## config.mk

```make
export PLATFORM = sky130hd
export DESIGN_NAME = dac_range_regs
export DESIGN_NICKNAME = d
export VERILOG_FILES = /design/src/hw/code_store.v /design/src/hw/dac_range_regs.v
export VERILOG_INCLUDE_DIRS = /design/src /design/src/common
export SDC_FILE = /design/constraint.sdc
export NUM_CORES = 1
export LEC_CHECK = 0
export BUFFER_PORTS_ARGS = -buffer_cell sky130_fd_sc_hd__clkbuf_2
export CORE_MARGIN = 2
export CORE_UTILIZATION = 35
export CTS_BUF_LIST = sky130_fd_sc_hd__clkbuf_16
export DETAILED_ROUTE_END_ITERATION = 12
export PLACE_DENSITY_LB_ADDON = 0.2
export SYNTH_ARGS = -nofsm -noshare
export SYNTH_HDL_FRONTEND = slang
export SYNTH_SLANG_ARGS = --single-unit
```

## constraint.sdc

```tcl
create_clock -name clk -period 3.73 [get_ports clk]
set_input_delay 0.9325 -clock clk [delete_from_list [all_inputs] [get_ports clk]]
set_output_delay 0.9325 -clock clk [all_outputs]
set_load 0.01 [all_outputs]
```

## src/common/dac_regs_defines.vh

```
// Register indexes, field positions, reset values and decode codes for the DAC range block
`ifndef DAC_REGS_DEFINES_VH
`define DAC_REGS_DEFINES_VH

// Register indexes; byte address is four times the index
`define IDX_CHAN_SELECT 4'h3
`define IDX_CHAN_CONFIG 4'h4
`define IDX_OUTPUT_CODE 4'h5
`define IDX_CONV_SELECT 4'h6
`define IDX_CLAMP_CONFIG 4'h7

// Channel select register fields
`define CHAN_PICK_LSB 5
`define CLEAR_PICK_LSB 9

// Channel configuration fields
`define SLEW_LIMIT_BIT 4
`define RANGE_MSB 3
`define RANGE_LSB 0

// Converter clamp configuration fields
`define POLICY_MSB 11
`define POLICY_LSB 10
`define HIGH_CLAMP_MSB 9
`define HIGH_CLAMP_LSB 6
`define LOW_CLAMP_MSB 5
`define LOW_CLAMP_LSB 2

// Clamp policy codes
`define POLICY_TRACK 2'h0
`define POLICY_USER 2'h1
`define POLICY_LEARN 2'h2

// Voltage-mode legal positive clamp codes
`define CLAMP_V_OK0 4'h3
`define CLAMP_V_OK1 4'h8
`define CLAMP_V_OK2 4'h9

// Reset values
`define RST_REG16 16'h0000
`define ZERO_SCALE 16'h0000
`define MID_SCALE 16'h8000

`endif

```

## src/hw/code_store.v

```verilog
// Four-word store of per-channel output codes with masked write and scale loading
`timescale 1ns/100ps
`include "dac_regs_defines.vh"

module code_store (
  input wire clk,
  input wire srst,
  input wire [3:0] we_mask,
  input wire [1:0] byte_en,
  input wire [15:0] wdata,
  input wire [3:0] clr_mask,
  input wire [3:0] clr_mid,
  input wire [1:0] rd_addr,
  output reg [15:0] rdata_r,
  output wire [63:0] words_flat
);
  reg [15:0] mem_r [0:3];
  integer i;

  // Clear has priority; the block never issues both in one cycle anyway
  always @(posedge clk) begin
    for (i = 0; i < 4; i = i + 1) begin
      if (srst) begin
        mem_r[i] <= `ZERO_SCALE;
      end else if (clr_mask[i]) begin
        mem_r[i] <= clr_mid[i] ? `MID_SCALE : `ZERO_SCALE;
      end else if (we_mask[i]) begin
        if (byte_en[1]) begin
          mem_r[i][15:8] <= wdata[15:8];
        end
        if (byte_en[0]) begin
          mem_r[i][7:0] <= wdata[7:0];
        end
      end
    end
  end

  // Registered read port
  always @(posedge clk) begin
    if (srst) begin
      rdata_r <= `ZERO_SCALE;
    end else begin
      rdata_r <= mem_r[rd_addr];
    end
  end

  assign words_flat = {mem_r[3], mem_r[2], mem_r[1], mem_r[0]};
endmodule

```

## src/hw/dac_range_regs.v

```verilog
// Range, output code and converter clamp register bank behind an Avalon-MM slave
`timescale 1ns/100ps
`include "dac_regs_defines.vh"

module dac_range_regs (
  input wire clk,
  input wire srst,
  input wire [5:0] address,
  input wire read,
  input wire write,
  input wire [31:0] writedata,
  input wire [3:0] byteenable,
  output reg [31:0] readdata,
  output reg waitrequest,
  input wire [15:0] learned_clamp,
  output wire [3:0] slew_limit_on,
  output reg [3:0] range_is_current_r,
  output reg [11:0] range_span_r,
  output wire [63:0] channel_code,
  output wire [3:0] converter_pick,
  output reg [7:0] clamp_policy_r,
  output reg [15:0] high_clamp_level_r,
  output reg [15:0] low_clamp_level_r,
  output reg [3:0] clamp_level_ok_r,
  output reg [3:0] policy_invalid_r
);
  // One-hot access sequence: take, act, answer
  localparam [2:0] S_IDLE = 3'b001;
  localparam [2:0] S_WORK = 3'b010;
  localparam [2:0] S_DONE = 3'b100;

  reg [2:0] state_r;
  reg [2:0] state_nxt;
  reg [15:0] chan_select_r;
  reg [15:0] conv_select_r;
  reg [15:0] cfg_r [0:3];
  reg [15:0] clamp_r [0:3];
  reg [15:0] learn_meta_r;
  reg [15:0] learn_sync_r;
  reg [3:0] clr_mask;
  reg [3:0] code_we;
  reg [15:0] cfg_nxt [0:3];
  reg [15:0] clamp_nxt [0:3];
  reg [31:0] rd_mux;
  reg [15:0] merged;
  reg [3:0] range_dec [0:3];
  // One loop index per process, so no two processes ever write the same variable
  integer cfg_i;
  integer clamp_i;
  integer dec_i;
  integer store_i;
  integer out_i;

  // Register index; the two byte-offset bits are ignored
  wire [3:0] idx = address[5:2];
  wire work = (state_r == S_WORK);
  wire do_wr = work && write;
  wire [3:0] chan_pick = chan_select_r[`CHAN_PICK_LSB+3:`CHAN_PICK_LSB];
  wire [3:0] clear_scale_pick = chan_select_r[`CLEAR_PICK_LSB+3:`CLEAR_PICK_LSB];
  wire [15:0] code_rdata;

  // Byte-lane merge of a 16-bit register with the write data
  function [15:0] merge16;
    input [15:0] old;
    input [15:0] wd;
    input [1:0] be;
    begin
      merge16 = {be[1] ? wd[15:8] : old[15:8], be[0] ? wd[7:0] : old[7:0]};
    end
  endfunction

  // Lowest selected unit; reads of a multi-unit register show that one
  // A write may reach several units, but a read can only show one of them
  function [1:0] first_pick;
    input [3:0] sel;
    begin
      if (sel[0]) first_pick = 2'h0;
      else if (sel[1]) first_pick = 2'h1;
      else if (sel[2]) first_pick = 2'h2;
      else first_pick = 2'h3;
    end
  endfunction

  // Range decode: {current, span}
  // All 11xx codes share one current span, so the low two bits do not matter there
  function [3:0] decode_range;
    input [3:0] rng;
    begin
      if (rng[3:2] == 2'h3) begin
        decode_range = 4'hc;
      end else if (rng[3:2] == 2'h1) begin
        decode_range = {2'h2, rng[1:0]};
      end else begin
        decode_range = {1'b0, rng[3], rng[1:0]};
      end
    end
  endfunction

  // High clamp legality for the output mode
  // Current mode accepts every code; only voltage mode narrows the choice
  function clamp_ok;
    input [3:0] code;
    input is_current;
    begin
      clamp_ok = is_current || code == `CLAMP_V_OK0 || code == `CLAMP_V_OK1 ||
        code == `CLAMP_V_OK2;
    end
  endfunction

  // Bus handshake: take at idle, act one edge later, answer for one cycle
  // The done state lets the master drop its request before a new take
  always @* begin
    case (state_r)
      S_IDLE: state_nxt = (read || write) ? S_WORK : S_IDLE;
      S_WORK: state_nxt = S_DONE;
      S_DONE: state_nxt = S_IDLE;
      default: state_nxt = S_IDLE;
    endcase
  end

  // Range decode shared by the span outputs and the clamp legality check
  always @* begin
    for (dec_i = 0; dec_i < 4; dec_i = dec_i + 1) begin
      range_dec[dec_i] = decode_range(cfg_r[dec_i][`RANGE_MSB:`RANGE_LSB]);
    end
  end

  // Channel configuration writes and range-change clears
  // Only a real change of range clears; rewriting the same code keeps the output
  always @* begin
    clr_mask = 4'h0;
    for (cfg_i = 0; cfg_i < 4; cfg_i = cfg_i + 1) begin
      cfg_nxt[cfg_i] = cfg_r[cfg_i];
      if (do_wr && idx == `IDX_CHAN_CONFIG && chan_pick[cfg_i]) begin
        cfg_nxt[cfg_i] = merge16(cfg_r[cfg_i], writedata[15:0], byteenable[1:0]);
        if (cfg_nxt[cfg_i][`RANGE_MSB:`RANGE_LSB] != cfg_r[cfg_i][`RANGE_MSB:`RANGE_LSB]) begin
          clr_mask[cfg_i] = 1'b1;
        end
      end
    end
  end

  // Code writes go to every selected channel
  always @* begin
    code_we = (do_wr && idx == `IDX_OUTPUT_CODE) ? chan_pick : 4'h0;
  end

  // Clamp configuration: policy gates which level fields software may set
  // A write that leaves the policy at tracking, learn or invalid sets neither level from the write data
  always @* begin
    merged = 16'h0000;
    for (clamp_i = 0; clamp_i < 4; clamp_i = clamp_i + 1) begin
      clamp_nxt[clamp_i] = clamp_r[clamp_i];
      if (do_wr && idx == `IDX_CLAMP_CONFIG && conv_select_r[clamp_i]) begin
        merged = merge16(clamp_r[clamp_i], writedata[15:0], byteenable[1:0]);
        clamp_nxt[clamp_i][15:12] = merged[15:12];
        clamp_nxt[clamp_i][`POLICY_MSB:`POLICY_LSB] = merged[`POLICY_MSB:`POLICY_LSB];
        clamp_nxt[clamp_i][1:0] = merged[1:0];
        if (merged[`POLICY_MSB:`POLICY_LSB] == `POLICY_USER) begin
          clamp_nxt[clamp_i][`HIGH_CLAMP_MSB:`LOW_CLAMP_LSB] =
            merged[`HIGH_CLAMP_MSB:`LOW_CLAMP_LSB];
        end
      end
      // Learned level overrides any software value in learn policy
      // It is reloaded every cycle, so a level written meanwhile never sticks
      if (clamp_nxt[clamp_i][`POLICY_MSB:`POLICY_LSB] == `POLICY_LEARN) begin
        clamp_nxt[clamp_i][`HIGH_CLAMP_MSB:`HIGH_CLAMP_LSB] =
          learn_sync_r[clamp_i*4 +: 4];
      end
    end
  end

  // Read data mux, valid in the work cycle
  // Reads with no unit picked return zero rather than a stale unit
  always @* begin
    rd_mux = 32'h0000_0000;
    case (idx)
      `IDX_CHAN_SELECT: rd_mux = {16'h0000, chan_select_r};
      `IDX_CHAN_CONFIG: rd_mux = chan_pick == 4'h0 ? 32'h0000_0000 :
        {16'h0000, cfg_r[first_pick(chan_pick)]};
      `IDX_OUTPUT_CODE: rd_mux = chan_pick == 4'h0 ? 32'h0000_0000 :
        {16'h0000, code_rdata};
      `IDX_CONV_SELECT: rd_mux = {16'h0000, conv_select_r};
      `IDX_CLAMP_CONFIG: rd_mux = conv_select_r[3:0] == 4'h0 ? 32'h0000_0000 :
        {16'h0000, clamp_r[first_pick(conv_select_r[3:0])]};
      default: rd_mux = 32'h0000_0000; // Unmapped reads return zero
    endcase
  end

  // Bus state, answer strobe and read data
  // Every register answers on the same edge, so masters see one fixed timing
  always @(posedge clk) begin
    if (srst) begin
      state_r <= S_IDLE;
      waitrequest <= 1'b1;
      readdata <= 32'h0000_0000;
    end else begin
      state_r <= state_nxt;
      waitrequest <= ~work;
      if (work && read) begin
        readdata <= rd_mux;
      end
    end
  end

  // Learned clamp levels come from the analog side, so synchronise them
  // Each nibble crosses on its own; a level caught while moving settles a cycle later
  always @(posedge clk) begin
    if (srst) begin
      learn_meta_r <= 16'h0000;
      learn_sync_r <= 16'h0000;
    end else begin
      learn_meta_r <= learned_clamp;
      learn_sync_r <= learn_meta_r;
    end
  end

  // Select registers
  // A new pick applies from the next access on, never to the write that sets it
  always @(posedge clk) begin
    if (srst) begin
      chan_select_r <= `RST_REG16;
      conv_select_r <= `RST_REG16;
    end else if (do_wr) begin
      if (idx == `IDX_CHAN_SELECT) begin
        chan_select_r <= merge16(chan_select_r, writedata[15:0], byteenable[1:0]);
      end
      if (idx == `IDX_CONV_SELECT) begin
        conv_select_r <= merge16(conv_select_r, writedata[15:0], byteenable[1:0]);
      end
    end
  end

  // Per-channel configuration and per-converter clamp storage
  // Reset clears every unit, picked or not
  always @(posedge clk) begin
    for (store_i = 0; store_i < 4; store_i = store_i + 1) begin
      if (srst) begin
        cfg_r[store_i] <= `RST_REG16;
        clamp_r[store_i] <= `RST_REG16;
      end else begin
        cfg_r[store_i] <= cfg_nxt[store_i];
        clamp_r[store_i] <= clamp_nxt[store_i];
      end
    end
  end

  // Registered decode of range and clamp state toward the analog side
  always @(posedge clk) begin
    if (srst) begin
      range_is_current_r <= 4'h0;
      range_span_r <= 12'h000;
      clamp_policy_r <= 8'h00;
      high_clamp_level_r <= 16'h0000;
      low_clamp_level_r <= 16'h0000;
      clamp_level_ok_r <= 4'h0;
      policy_invalid_r <= 4'h0;
    end else begin
      for (out_i = 0; out_i < 4; out_i = out_i + 1) begin
        range_is_current_r[out_i] <= range_dec[out_i][3];
        range_span_r[out_i*3 +: 3] <= range_dec[out_i][2:0];
        clamp_policy_r[out_i*2 +: 2] <= clamp_r[out_i][`POLICY_MSB:`POLICY_LSB];
        high_clamp_level_r[out_i*4 +: 4] <= clamp_r[out_i][`HIGH_CLAMP_MSB:`HIGH_CLAMP_LSB];
        low_clamp_level_r[out_i*4 +: 4] <= clamp_r[out_i][`LOW_CLAMP_MSB:`LOW_CLAMP_LSB];
        // Converter i is judged against the mode of channel i, one to one
        clamp_level_ok_r[out_i] <= clamp_ok(clamp_r[out_i][`HIGH_CLAMP_MSB:`HIGH_CLAMP_LSB],
          range_dec[out_i][3]);
        policy_invalid_r[out_i] <= &clamp_r[out_i][`POLICY_MSB:`POLICY_LSB];
      end
    end
  end

  // Slew enable and converter picks are straight register bits
  // Kept as direct bits so a new setting reaches the analog side one edge sooner
  assign slew_limit_on = {cfg_r[3][`SLEW_LIMIT_BIT], cfg_r[2][`SLEW_LIMIT_BIT],
    cfg_r[1][`SLEW_LIMIT_BIT], cfg_r[0][`SLEW_LIMIT_BIT]};
  assign converter_pick = conv_select_r[3:0];

  // Channel codes; range changes load zero or mid scale
  // The store reads through a register; the pick is steady for a whole access
  code_store u_codes (
    .clk(clk),
    .srst(srst),
    .we_mask(code_we),
    .byte_en(byteenable[1:0]),
    .wdata(writedata[15:0]),
    .clr_mask(clr_mask),
    .clr_mid(clear_scale_pick),
    .rd_addr(first_pick(chan_pick)),
    .rdata_r(code_rdata),
    .words_flat(channel_code)
  );
endmodule

```

[Yosys cells after proc, flatten, opt, wreduce, memory -nomap -nowiden]
Memory sizes are Yosys's and may differ from the RTL's. A register that Yosys moved wholly into a read port is not among the register bits.
Index checks and enable logic that the tools add are counted.
Storage, ports and cells
  register bits: 164
  memory bits (writable): 192
  input port bits: 62
  output and inout bits: 169
  memories kept: 3
Cells by class
  equality and inequality tests: 39
  multiplexer cells: 136
  bitwise logic cells: 21
  reductions and logical operators: 40
Memories
  cfg_r: depth 4, width 16, read ports 5, clocked after memory_dff 0, wr ports 4, line dac_range_regs.v:36  | reg [15:0] cfg_r [0:3];
  clamp_r: depth 4, width 16, read ports 5, clocked after memory_dff 0, wr ports 4, line dac_range_regs.v:37  | reg [15:0] clamp_r [0:3];
  u_codes.mem_r: depth 4, width 16, read ports 5, clocked after memory_dff 1, wr ports 4, line code_store.v:17  | reg [15:0] mem_r [0:3];
Operators with widths (number)
  $mux 16: 27
  $mux 8: 28
  $pmux 16 s5: 1
  $mux 1: 59
  $mux 4: 13
  $eq 4x4->1 const B: 8
  $eq 4x2->1 const B: 5
  $or 1x1->1: 20
  $eq 2x1->1 const B: 8
  $eq 2x2->1 const B: 8
  $eq 4x3->1 const B: 4
  $ne 4x4->1: 4
  $mux 2: 7
  $logic_and 1x1->1: 13
  $logic_or 1x1->1: 13
  $reduce_and 3->1: 4
  $logic_not 4->1: 2
  $reduce_and 2->1: 4
  $reduce_or 2->1: 4
  $pmux 3 s2: 1
  $eq 3x1->1 const B: 1
  $eq 3x2->1 const B: 1
  $not 1->1: 1

[Logic depth before layout (Yosys ltp)]
Gate-level depths: netlist (run 1).
  word-level depth: 10
  mapped depth: 9
  mapped depth without buffers: 5

[Modules after synthesis]
From an unflattened synthesis (run 1), not the netlist that was laid out.
Unflattened totals
  cell total of the unflattened synthesis: 1432
  area, all modules: 14941.8 µm²
Modules (own cells, without submodules)
  dac_range_regs: times used 1, cells an instance 1208, area each 11562.3 µm², sequential area each 5525.3 µm²
  code_store: times used 1, cells an instance 224, area each 3379.5 µm², sequential area each 2242.2 µm²

[Worst setup path after synthesis (run 1)]
No wires, ideal clock.
  kind: input to register
  from: input port address[2]
  to: memory u_codes.mem_r[2][0], enable pin
  setup time: 384 ps
  arrival: 2410 ps
  path slack: 936 ps
  stages on the path: 7
  cell sequence: buf_4 > nor4b_2 > nand4_1 > buf_2 > a41oi_1 > nor2_1 > o21ai_0
RTL lines
  from (decl): line dac_range_regs.v:8  | input wire [5:0] address,
  to (decl): line code_store.v:17

[Final worst setup path (run 1)]
  from: register conv_select_r[1]
  to: output port converter_pick[1]
RTL lines
  from (decl): line dac_range_regs.v:35  | reg [15:0] conv_select_r;
  from (signal assigned): line dac_range_regs.v:223  | conv_select_r <= `RST_REG16;
  from (signal assigned): line dac_range_regs.v:229  | conv_select_r <= merge16(conv_select_r, writedata[15:0], byteenable[1:0]);
  to (decl): line dac_range_regs.v:20  | output wire [3:0] converter_pick,
No word-level cell between the ends.

==> metrics.md, run 1 <==
| Metric | Value |
|---|---|
| Fmax | between 300 and 400 MHz |
| Mean Syn Cell Area | ~10 µm² |
| Mapped Area | 15100 µm² |
| Synth async-reset ratio | 0% |
| Yosys top cell area share | 38.7% |
| Switch Pwr | approximately 1.9 mW |
| IO buf count | between 150 and 200 |
| Pre-CTS setup slack | ~0.57 ns |
| Slew headroom | about a third |
| Adder-Cell Fraction of Synth Area | 0% |
| Hold Vio Cnt, Final | 0 |
| Final Cycle Share | roughly 74% |
| Syn. warnings | 0 |
| ANT cells | 0 |
| Main combinational cell family by area after synthesis | simple AND/OR/NAND/NOR gates |
| Compound-Gate Fraction of Synth Area | a little over a tenth |
| Wire per inst | approximately 20 µm |
| Leak Pwr | just under 8 nW |
| Num ports | 231 |
| Antenna viol nets, final | 0 |
| FF-to-FF Start | chan_select_r[7] |
| Tot GR Track Use | 19.9% |
| Clock Sinks | 356 |
| Crit path max-delay cell type | dfxtp_1 |
| Slew Viols, Final | 0 |
| Core Region | 42800 µm² |
| PwrDens | roughly 460 nW/µm² |
| Die Area | ~45000 µm² |
| First-pass GRT wire length | about 68 mm |
| DR vias/cell | 5.11 |
| Hold Crit Depth | 1 |
| Min setup slack post-route | 0.980 ns |
| Max rail drop VDD | about 0.27 mV |
| Most common cell in the synthesized netlist | dfxtp_1 |
| Final setup viols | 0 |
| Die Height | ~210 µm |
| DRC | 0 |
| Final TNS setup | 0 ns |
| Max H-tree Level | 2 |
| Comb pwr share | under 10% |
| Routed WL | between 40 and 50 mm |
| Crit path cell chain | clkbuf_2 |
| Cells after Synth | approximately 1500 |
| Final GP Congestion | around 0.8 |
| Worst-Skew Late Latency | roughly 0.57 ns |
| Largest area contributor in the synthesized netlist | dfxtp_1 |
| Seq/Total Area, Yosys | between 50% and 60% |
| Via count | ~11000 |
| EDFF count, synth | between 60 and 70 |
| Status | completed |
| Initial antenna violation count | 2 |
| Hold path startpoint | learn_meta_r[12] |
| Crit path launch type | flip-flop |
| RSZ-0062 raised after global routing | no |
| Synth Area in XOR/XNOR | less than 1% |
| Buf/Inv on CP | 1 |
| TritonCTS clock tree | built |
| Layout cells sized above 1 | 20.5% |
| Crit-path max cell delay | between 0.9 and 1 ns |
| Internal power | approximately 6.4 mW |
| Worst-Margin Slew | 1.03 ns |
| Post-cts sizing count | 0 |
| Switching part of the total | 22.4% |
| CP arrival | about 1.8 ns |
| Worst-path clk slew | 0.06 ns |
| Post-route minimum period | approximately 2.8 ns |
| Largest net degree at the start of global routing | 111 |
| Clk_skew | 0.0240 ns |
| Num CTS Buffers | roughly 40 |
| Most frequent cells after synthesis | dfxtp_1 (292), nor2_1 (218), mux2i_1 (176) |
| Row count | 76 |
| Simple-Gate Fraction of Synth Area | approximately a fifth |
| Detailed Place HPWL | 31.3 mm |
| Vias in the first global route | roughly 11000 |
| Area growth, synth to finish | 18.3% |
| Worst setup EP type | output pin |
| Data required time of the worst path | 2.80 ns |
| Initial core utilization | a little over a third |
| #FFs+latches synth | 356 |
| Reg2Reg Depth | 5 |
| Grt ovf | 0 |
| Netlist cell types | 60 |
| Mux cell area share after synthesis | about an eighth |
| Die width | about 210 µm |
| Final nets | roughly 1700 |
| Clk buf depth | 3 |
| Max FO, Critical Path | 22 |
| Synth Flop Type | dfxtp_1 |
| R2r endpoint | readdata[7] |
| Root buffer cell | clkbuf_16 |
| Top cells by area, synth | dfxtp_1 (39%), edfxtp_1 (13%), mux2i_1 (12%) |
| Hold Crit Class | reg -> reg |
| Worst Hold End | learn_sync_r[12] |
| Setup bufs post-CTS | 0 |
| Crit path max-delay family | flip-flops |
| CTS hold repair buffers | 0 |
| Clock power share | between 40% and 50% |
| 1st-iter DRT viols | about 750 |
| Setup Crit Path Kind | reg -> out |
| Max-Cap Viols | 0 |
| Worst R2R Setup Slack | around 1.3 ns |
| Part of the power in registers | between 40% and 50% |
| Iteration count of the initial detailed-routing pass | 5 |
[area by class of cell]
class / instances / area (µm²)
clock buffers: 43 / 1080
clock inverters: 30 / 239
inverters: 34 / 128
multi-input cells: 987 / 6610
well taps: 546 / 683
fillers: 4224 / 24900
repair buffers: 240 / 1350
flip-flops and latches: 356 / 7770
[worst max-delay path by stage]
stage	startpoint	endpoint	slack, ns	depth (start not counted)
3_3_place_gp	writedata[3]	u_codes.mem_r[0][9]	0.64	5
3_5_place_dp	writedata[3]	u_codes.mem_r[0][10]	0.57	5
5_1_grt	conv_select_r[1]	converter_pick[1]	0.89	1
6_report	conv_select_r[1]	converter_pick[1]	0.98	1
4_1_cts	conv_select_r[1]	converter_pick[1]	0.97	1
2_1_floorplan	address[2]	u_codes.mem_r[2][0]	0.94	7
[logic make-up (layout without fill, tap and decap cells)]
kind of cell,Yosys count,after routing
compound gates,213,213
xor+xnor,16,16
buf+inv,174,347
flops,356,356
mux,180,180
other cells,1,16
simple gates,562,562
[per-stage QoR]
step / cells / utilization (%) / hold slack, ns / area, µm² / total power, mW
6_report: 2236 / 41.7 / 0.429 / 17900 / 8.25
2_1_floorplan: 1517 / - / 0.414 / 15200 / 4.25
4_1_cts: 2236 / 41.7 / 0.434 / 17900 / 8.36
5_1_grt: 2236 / 41.7 / 0.458 / 17900 / 8.53
3_3_place_gp: 2163 / 38.7 / 0.426 / 16500 / 4.39
3_5_place_dp: 2163 / 38.7 / 0.427 / 16500 / 4.40
[power by group through the flow]
stage / Sequential (mW) / Clock, mW / Combinational [mW]
after floorplan: 4.07 / 0 / 0.180
after global placement: 4.07 / 0 / 0.322
after detailed placement: 4.07 / 0 / 0.326
after CTS: 3.99 / 4.05 / 0.326
after global routing: 3.99 / 4.20 / 0.348
final: 3.99 / 3.95 / 0.321
[flip-flops by register name, indices dropped and copies added (netlist names), 8 cells and up]
name                count
learn_meta_r           16
u_codes.mem_r          64
learn_sync_r           16
clamp_policy_r          8
u_codes.rdata_r        16
low_clamp_level_r      16
chan_select_r          16
readdata               16
cfg_r                  64
clamp_r                64
high_clamp_level_r     16
range_span_r           12
conv_select_r          16
[cells in the final DEF (no fill, tap or decap), drive strengths merged, types with 3 or more instances in the layout]
cell type | netlist | final
bufinv | 0 | 4
clkinv | 1 | 15
a211oi | 10 | 10
o21ai | 23 | 23
buf | 63 | 47
nand3b | 5 | 5
nand4 | 9 | 9
o21a | 4 | 4
nand3 | 28 | 28
mux2i | 180 | 180
a22o | 17 | 17
edfxtp | 64 | 64
nor3 | 7 | 7
a221oi | 32 | 32
dfxtp | 292 | 292
a22oi | 34 | 34
a211o | 15 | 15
nand2b | 22 | 22
conb | 1 | 16
or3 | 4 | 4
xnor2 | 8 | 8
nor3b | 18 | 18
clkinvlp | 0 | 3
and2 | 49 | 49
and3 | 3 | 3
inv | 33 | 42
nor4b | 4 | 4
nor2 | 218 | 218
clkbuf | 77 | 236
o221a | 15 | 15
xor2 | 8 | 8
nor2b | 94 | 94
a311oi | 7 | 7
nor4 | 3 | 3
a21oi | 45 | 45
nand2 | 92 | 92
[routing by layer]
layer | track usage [%] | wire (µm) | share of wire (%)
met5 | 0 | 12 | 0.027
met3 | 3.26 | 2330 | 5.2
met1 | 27.0 | 20500 | 46
met2 | 32.6 | 21300 | 47
met4 | 5.76 | 830 | 1.8
Note: power is estimated with default switching activity, not from simulation.
==> run 2, diff against run 1 <==
--- a/config.mk
+++ b/config.mk
@@ -6,6 +6,7 @@
 export SDC_FILE = /design/constraint.sdc
 export NUM_CORES = 1
 export LEC_CHECK = 0
+export ABC_AREA = 1
 export BUFFER_PORTS_ARGS = -buffer_cell sky130_fd_sc_hd__clkbuf_2
 export CORE_MARGIN = 2
 export CORE_UTILIZATION = 35
==> constraint.sdc (replaced) <==
create_clock -name clk -period 2.25 [get_ports clk]
set_input_delay 0.5625 -clock clk [delete_from_list [all_inputs] [get_ports clk]]
set_output_delay 0.5625 -clock clk [all_outputs]
set_load 0.01 [all_outputs]
==> run 2 against run 1 <==
Compared with the run above:
- hold slack worse by 0.23 ns
- design area up 3.3%
- core utilization up 2.2 points
- clock-buffer cell count down 2
- worst setup slack worse by 0.78 ns
- clock skew down 0.0032 ns
- sequential cell count unchanged
- die area down 0.84%
- via count up 22%
- global-route usage up 2.9 points
- final cell count up 25%
- register-to-register slack worse by 1.1 ns
==> metrics.md, run 2 <==
| Metric | Value |
|---|---|
| Worst-Skew Late Latency | 0.55 ns (-0.02 ns) |
| Netlist cell types | 35 (-42%) |
| Mux cell area share after synthesis | 0% (-12 points) |
| Setup Crit Path Kind | reg -> reg |
| Die Height | 211 µm (-0.42%) |
| Simple-Gate Fraction of Synth Area | 24.1% (+4.8 points) |
| Data required time of the worst path | 2.49 ns (-0.31 ns) |
| #FFs+latches synth | 356 (unchanged) |
| Post-route minimum period | 2.05 ns |
| Top sig layer | met4 |
| Setup bufs post-CTS | 0 (unchanged) |
| Pwr Total | 13.8 mW (+68%) |
| 1st-iter DRT viols | 1095 (+45%) |
| Max-Cap Viols | 0 (unchanged) |
| Final instance area | 18500 µm² (+3.3%) |
| Num ports | 231 (unchanged) |
| Met2 WL | 23.8 mm (+12%) |
| Area growth, synth to finish | 23.2% |
| Final nets | 2289 (+33%) |
| RSZ-0062 raised after global routing | no |
| Reg area | 7770 µm² (about the same) |
| Mapped Area | 15000 µm² (-0.85%) |
| Max rail drop VDD | 0.481 mV (+77%) |
| Yosys top cell area share | 39.0% (+0.33 points) |
| Most frequent cells in the layout | nand2_1 (374), dfxtp_1 (292), nor2_1 (256) |
| DRC | 0 (unchanged) |
| Wire per inst | 18.3 µm (-9.2%) |
| Max H-tree Level | 2 (unchanged) |
| Clk buf depth | 3 (unchanged) |
| Crit path launch type | flip-flop |
| EDFF count, synth | 64 (unchanged) |
| Top cells by area, synth | dfxtp_1 (39%), edfxtp_1 (13%), nand2_1 (9.4%) |
| Clock Sinks | 356 (unchanged) |
| CTS hold repair buffers | 0 (unchanged) |
| Crit path max-delay cell type | nor4_1 |
| Final TNS setup | 0 ns (unchanged) |
| CP arrival | 2.29 ns (+0.47 ns) |
| Synth async-reset ratio | 0% (unchanged) |
| Main combinational cell family by area after synthesis | simple AND/OR/NAND/NOR gates |
| ANT cells | 0 (unchanged) |
| Most common cell after layout, fill and taps aside | nand2_1 |
| Fmax | about 490 MHz |
| Clk_skew | 0.0208 ns (-0.00315 ns) |
| Die width | 211 µm (-0.42%) |
| Routed WL | 51.0 mm (+14%) |
| Initial antenna violation count | 0 (-2) |
| Layout cells sized above 1 | 18.1% (-2.3 points) |
| Most frequent cells after synthesis | nand2_1 (374), dfxtp_1 (292), nor2_1 (257) |
| Adder-Cell Fraction of Synth Area | 0% (unchanged) |
| Num CTS Buffers | 39 (-4.9%) |
| Largest net degree at the start of global routing | 90 (-19%) |
| Grt ovf | 0 (unchanged) |
| Final GP Congestion | 0.887 (+11%) |
| Worst-Margin Slew | 0.696 ns (-0.330 ns) |
| Status | completed |
| Root buffer cell | clkbuf_16 |
| Iteration count of the initial detailed-routing pass | 7 (+2) |
| Leak Pwr | 8.14 nW (+5.5%) |
| Row count | 75 (-1.3%) |
| Largest regs | cfg_r: 64 flops, clamp_r: 64 flops, u_codes.mem_r: 64 flops |
| Core Region | 42000 µm² (-1.8%) |
| Via count | 13900 (+22%) |
| PwrDens | 751 nW/µm² (+62%) |
| Detailed Place HPWL | 37.7 mm (+20%) |
| Number of fill cells | 4329 (+2.5%) |
| Max FO, Critical Path | 8 (-64%) |
| Most common cell in the synthesized netlist | nand2_1 |
| Crit-path max cell delay | 0.34 ns (-0.65 ns) |
| Syn. warnings | 0 (unchanged) |
| Mean Syn Cell Area | 7.58 µm² (-25%) |
| Antenna viol nets, final | 0 (unchanged) |
| Compound-Gate Fraction of Synth Area | 14.6% (+3.9 points) |
| Routed wl met3 | 2.83 mm (+21%) |
| Met1 Wirelength | 22.6 mm (+10%) |
| IO buf count | 194 (unchanged) |
| Die Area | 44400 µm² (-0.84%) |
| Final Cycle Share | 91.1% |
| Slew headroom | 53.5% (+22 points) |
| TritonCTS clock tree | built |
| Final Util | 43.9% (+2.2 points) |
| Largest area contributor in the synthesized netlist | dfxtp_1 |
| Worst setup EP type | flip-flop |
| Multi-input logic area | 5910 µm² (-11%) |
| Synth Flop Type | dfxtp_1 |
| Hold Crit Class | in -> reg |
| Initial core utilization | 35.6% (+0.32 points) |
| Crit path cell chain | inv_1, nand3_1, nor2_4, nand2_1, nor4_1, inv_1, nand3_1, buf_4 |
| Post-cts sizing count | 0 (unchanged) |
| Seq/Total Area, Yosys | 51.9% (+0.44 points) |
| Cells after Synth | 1975 (+31%) |
| Post-DP Area | 17100 µm² (+3.6%) |
| Slew Viols, Final | 0 (unchanged) |
| Vias in the first global route | 13100 (+19%) |
| Tot GR Track Use | 22.8% (+2.9 points) |
| Final setup viols | 0 (unchanged) |
| DR vias/cell | 4.98 (-2.7%) |
| Worst-path clk slew | 0.06 ns (about the same) |
| Hold Vio Cnt, Final | 0 (unchanged) |
| First-pass GRT wire length | 76.7 mm (+13%) |
| Synth Area in XOR/XNOR | 0.292% (-0.64 points) |
-- run 2: changes by cell type after synthesis, sizes merged, moves of 18 or more --
cell    before  now
a21oi       45  228
a221oi      32    0
a22oi       34    0
and2        49    0
inv         33  195
mux2i      180    0
nand2       92  379
nand2b      22    0
nand3       28  185
nor2       218  268
nor2b       94    0
nor3b       18    0
o21ai       23  188
-- run 2: kinds of logic (layout without fill, tap and decap cells) --
family / after synthesis / count (layout)
AO/OA/AOI/OAI: 431 / 431
XOR/XNOR: 5 / 5
buffers and inverters: 324 / 590
flip-flops: 356 / 356
other: 1 / 16
AND/OR/NAND/NOR: 858 / 858
-- run 2: final timing paths --
kind,slack (ns),startpoint,end,cells after the start
worst max-delay path,0.20,state_r[0],u_codes.mem_r[2][8],8
worst max register to register,0.20,state_r[0],u_codes.mem_r[2][8],8
worst min register to register,0.40,learn_meta_r[5],learn_sync_r[5],2
worst min-delay path,0.20,learned_clamp[12],learn_meta_r[12],3
-- run 2: stage by stage --
| step | setup WS (ns) | hold slack, ns | cells |
|---|---|---|---|
| floorplan | 0.0861 | 0.388 | 1990 |
| global placement | -0.110 | 0.391 | 2725 |
| detailed placement | -0.102 | 0.392 | 2725 |
| CTS | 0.182 | 0.172 | 2795 |
| global route | 0.0267 | 0.195 | 2795 |
| finish | 0.201 | 0.202 | 2795 |
-- run 2: area by class of cell --
cell class / instances / share of cell area (%)
Sequential cell: 356 / 42.1
Multi-Input combinational cell: 1310 / 32.0
Timing Repair Buffer: 319 / 11.0
Clock buffer: 41 / 5.56
Inverter: 201 / 4.09
Tap cell: 539 / 3.65
Clock inverter: 29 / 1.57
-- run 2: where the power goes --
part | internal (mW) | switching [mW]
Clock | 3.89 | 2.69
Sequential | 6.56 | 0.0395
Combinational | 0.194 | 0.476
Total | 10.6 | 3.20
-- run 2: critical path, delay by kind of cell, from the launching register on --
kind | cells | cell delay [ns]
and+or+nand+nor | 5 | 1.02
DFF | 1 | 0.30
buffers and inverters | 3 | 0.41
-- run 2: metal layers --
layer | track usage, % | vias up
met5 | 0 | -
li1 | - | 6898
met1 | 30.0 | 6453
met2 | 37.8 | 463
met3 | 2.97 | 93
met4 | 9.30 | 0
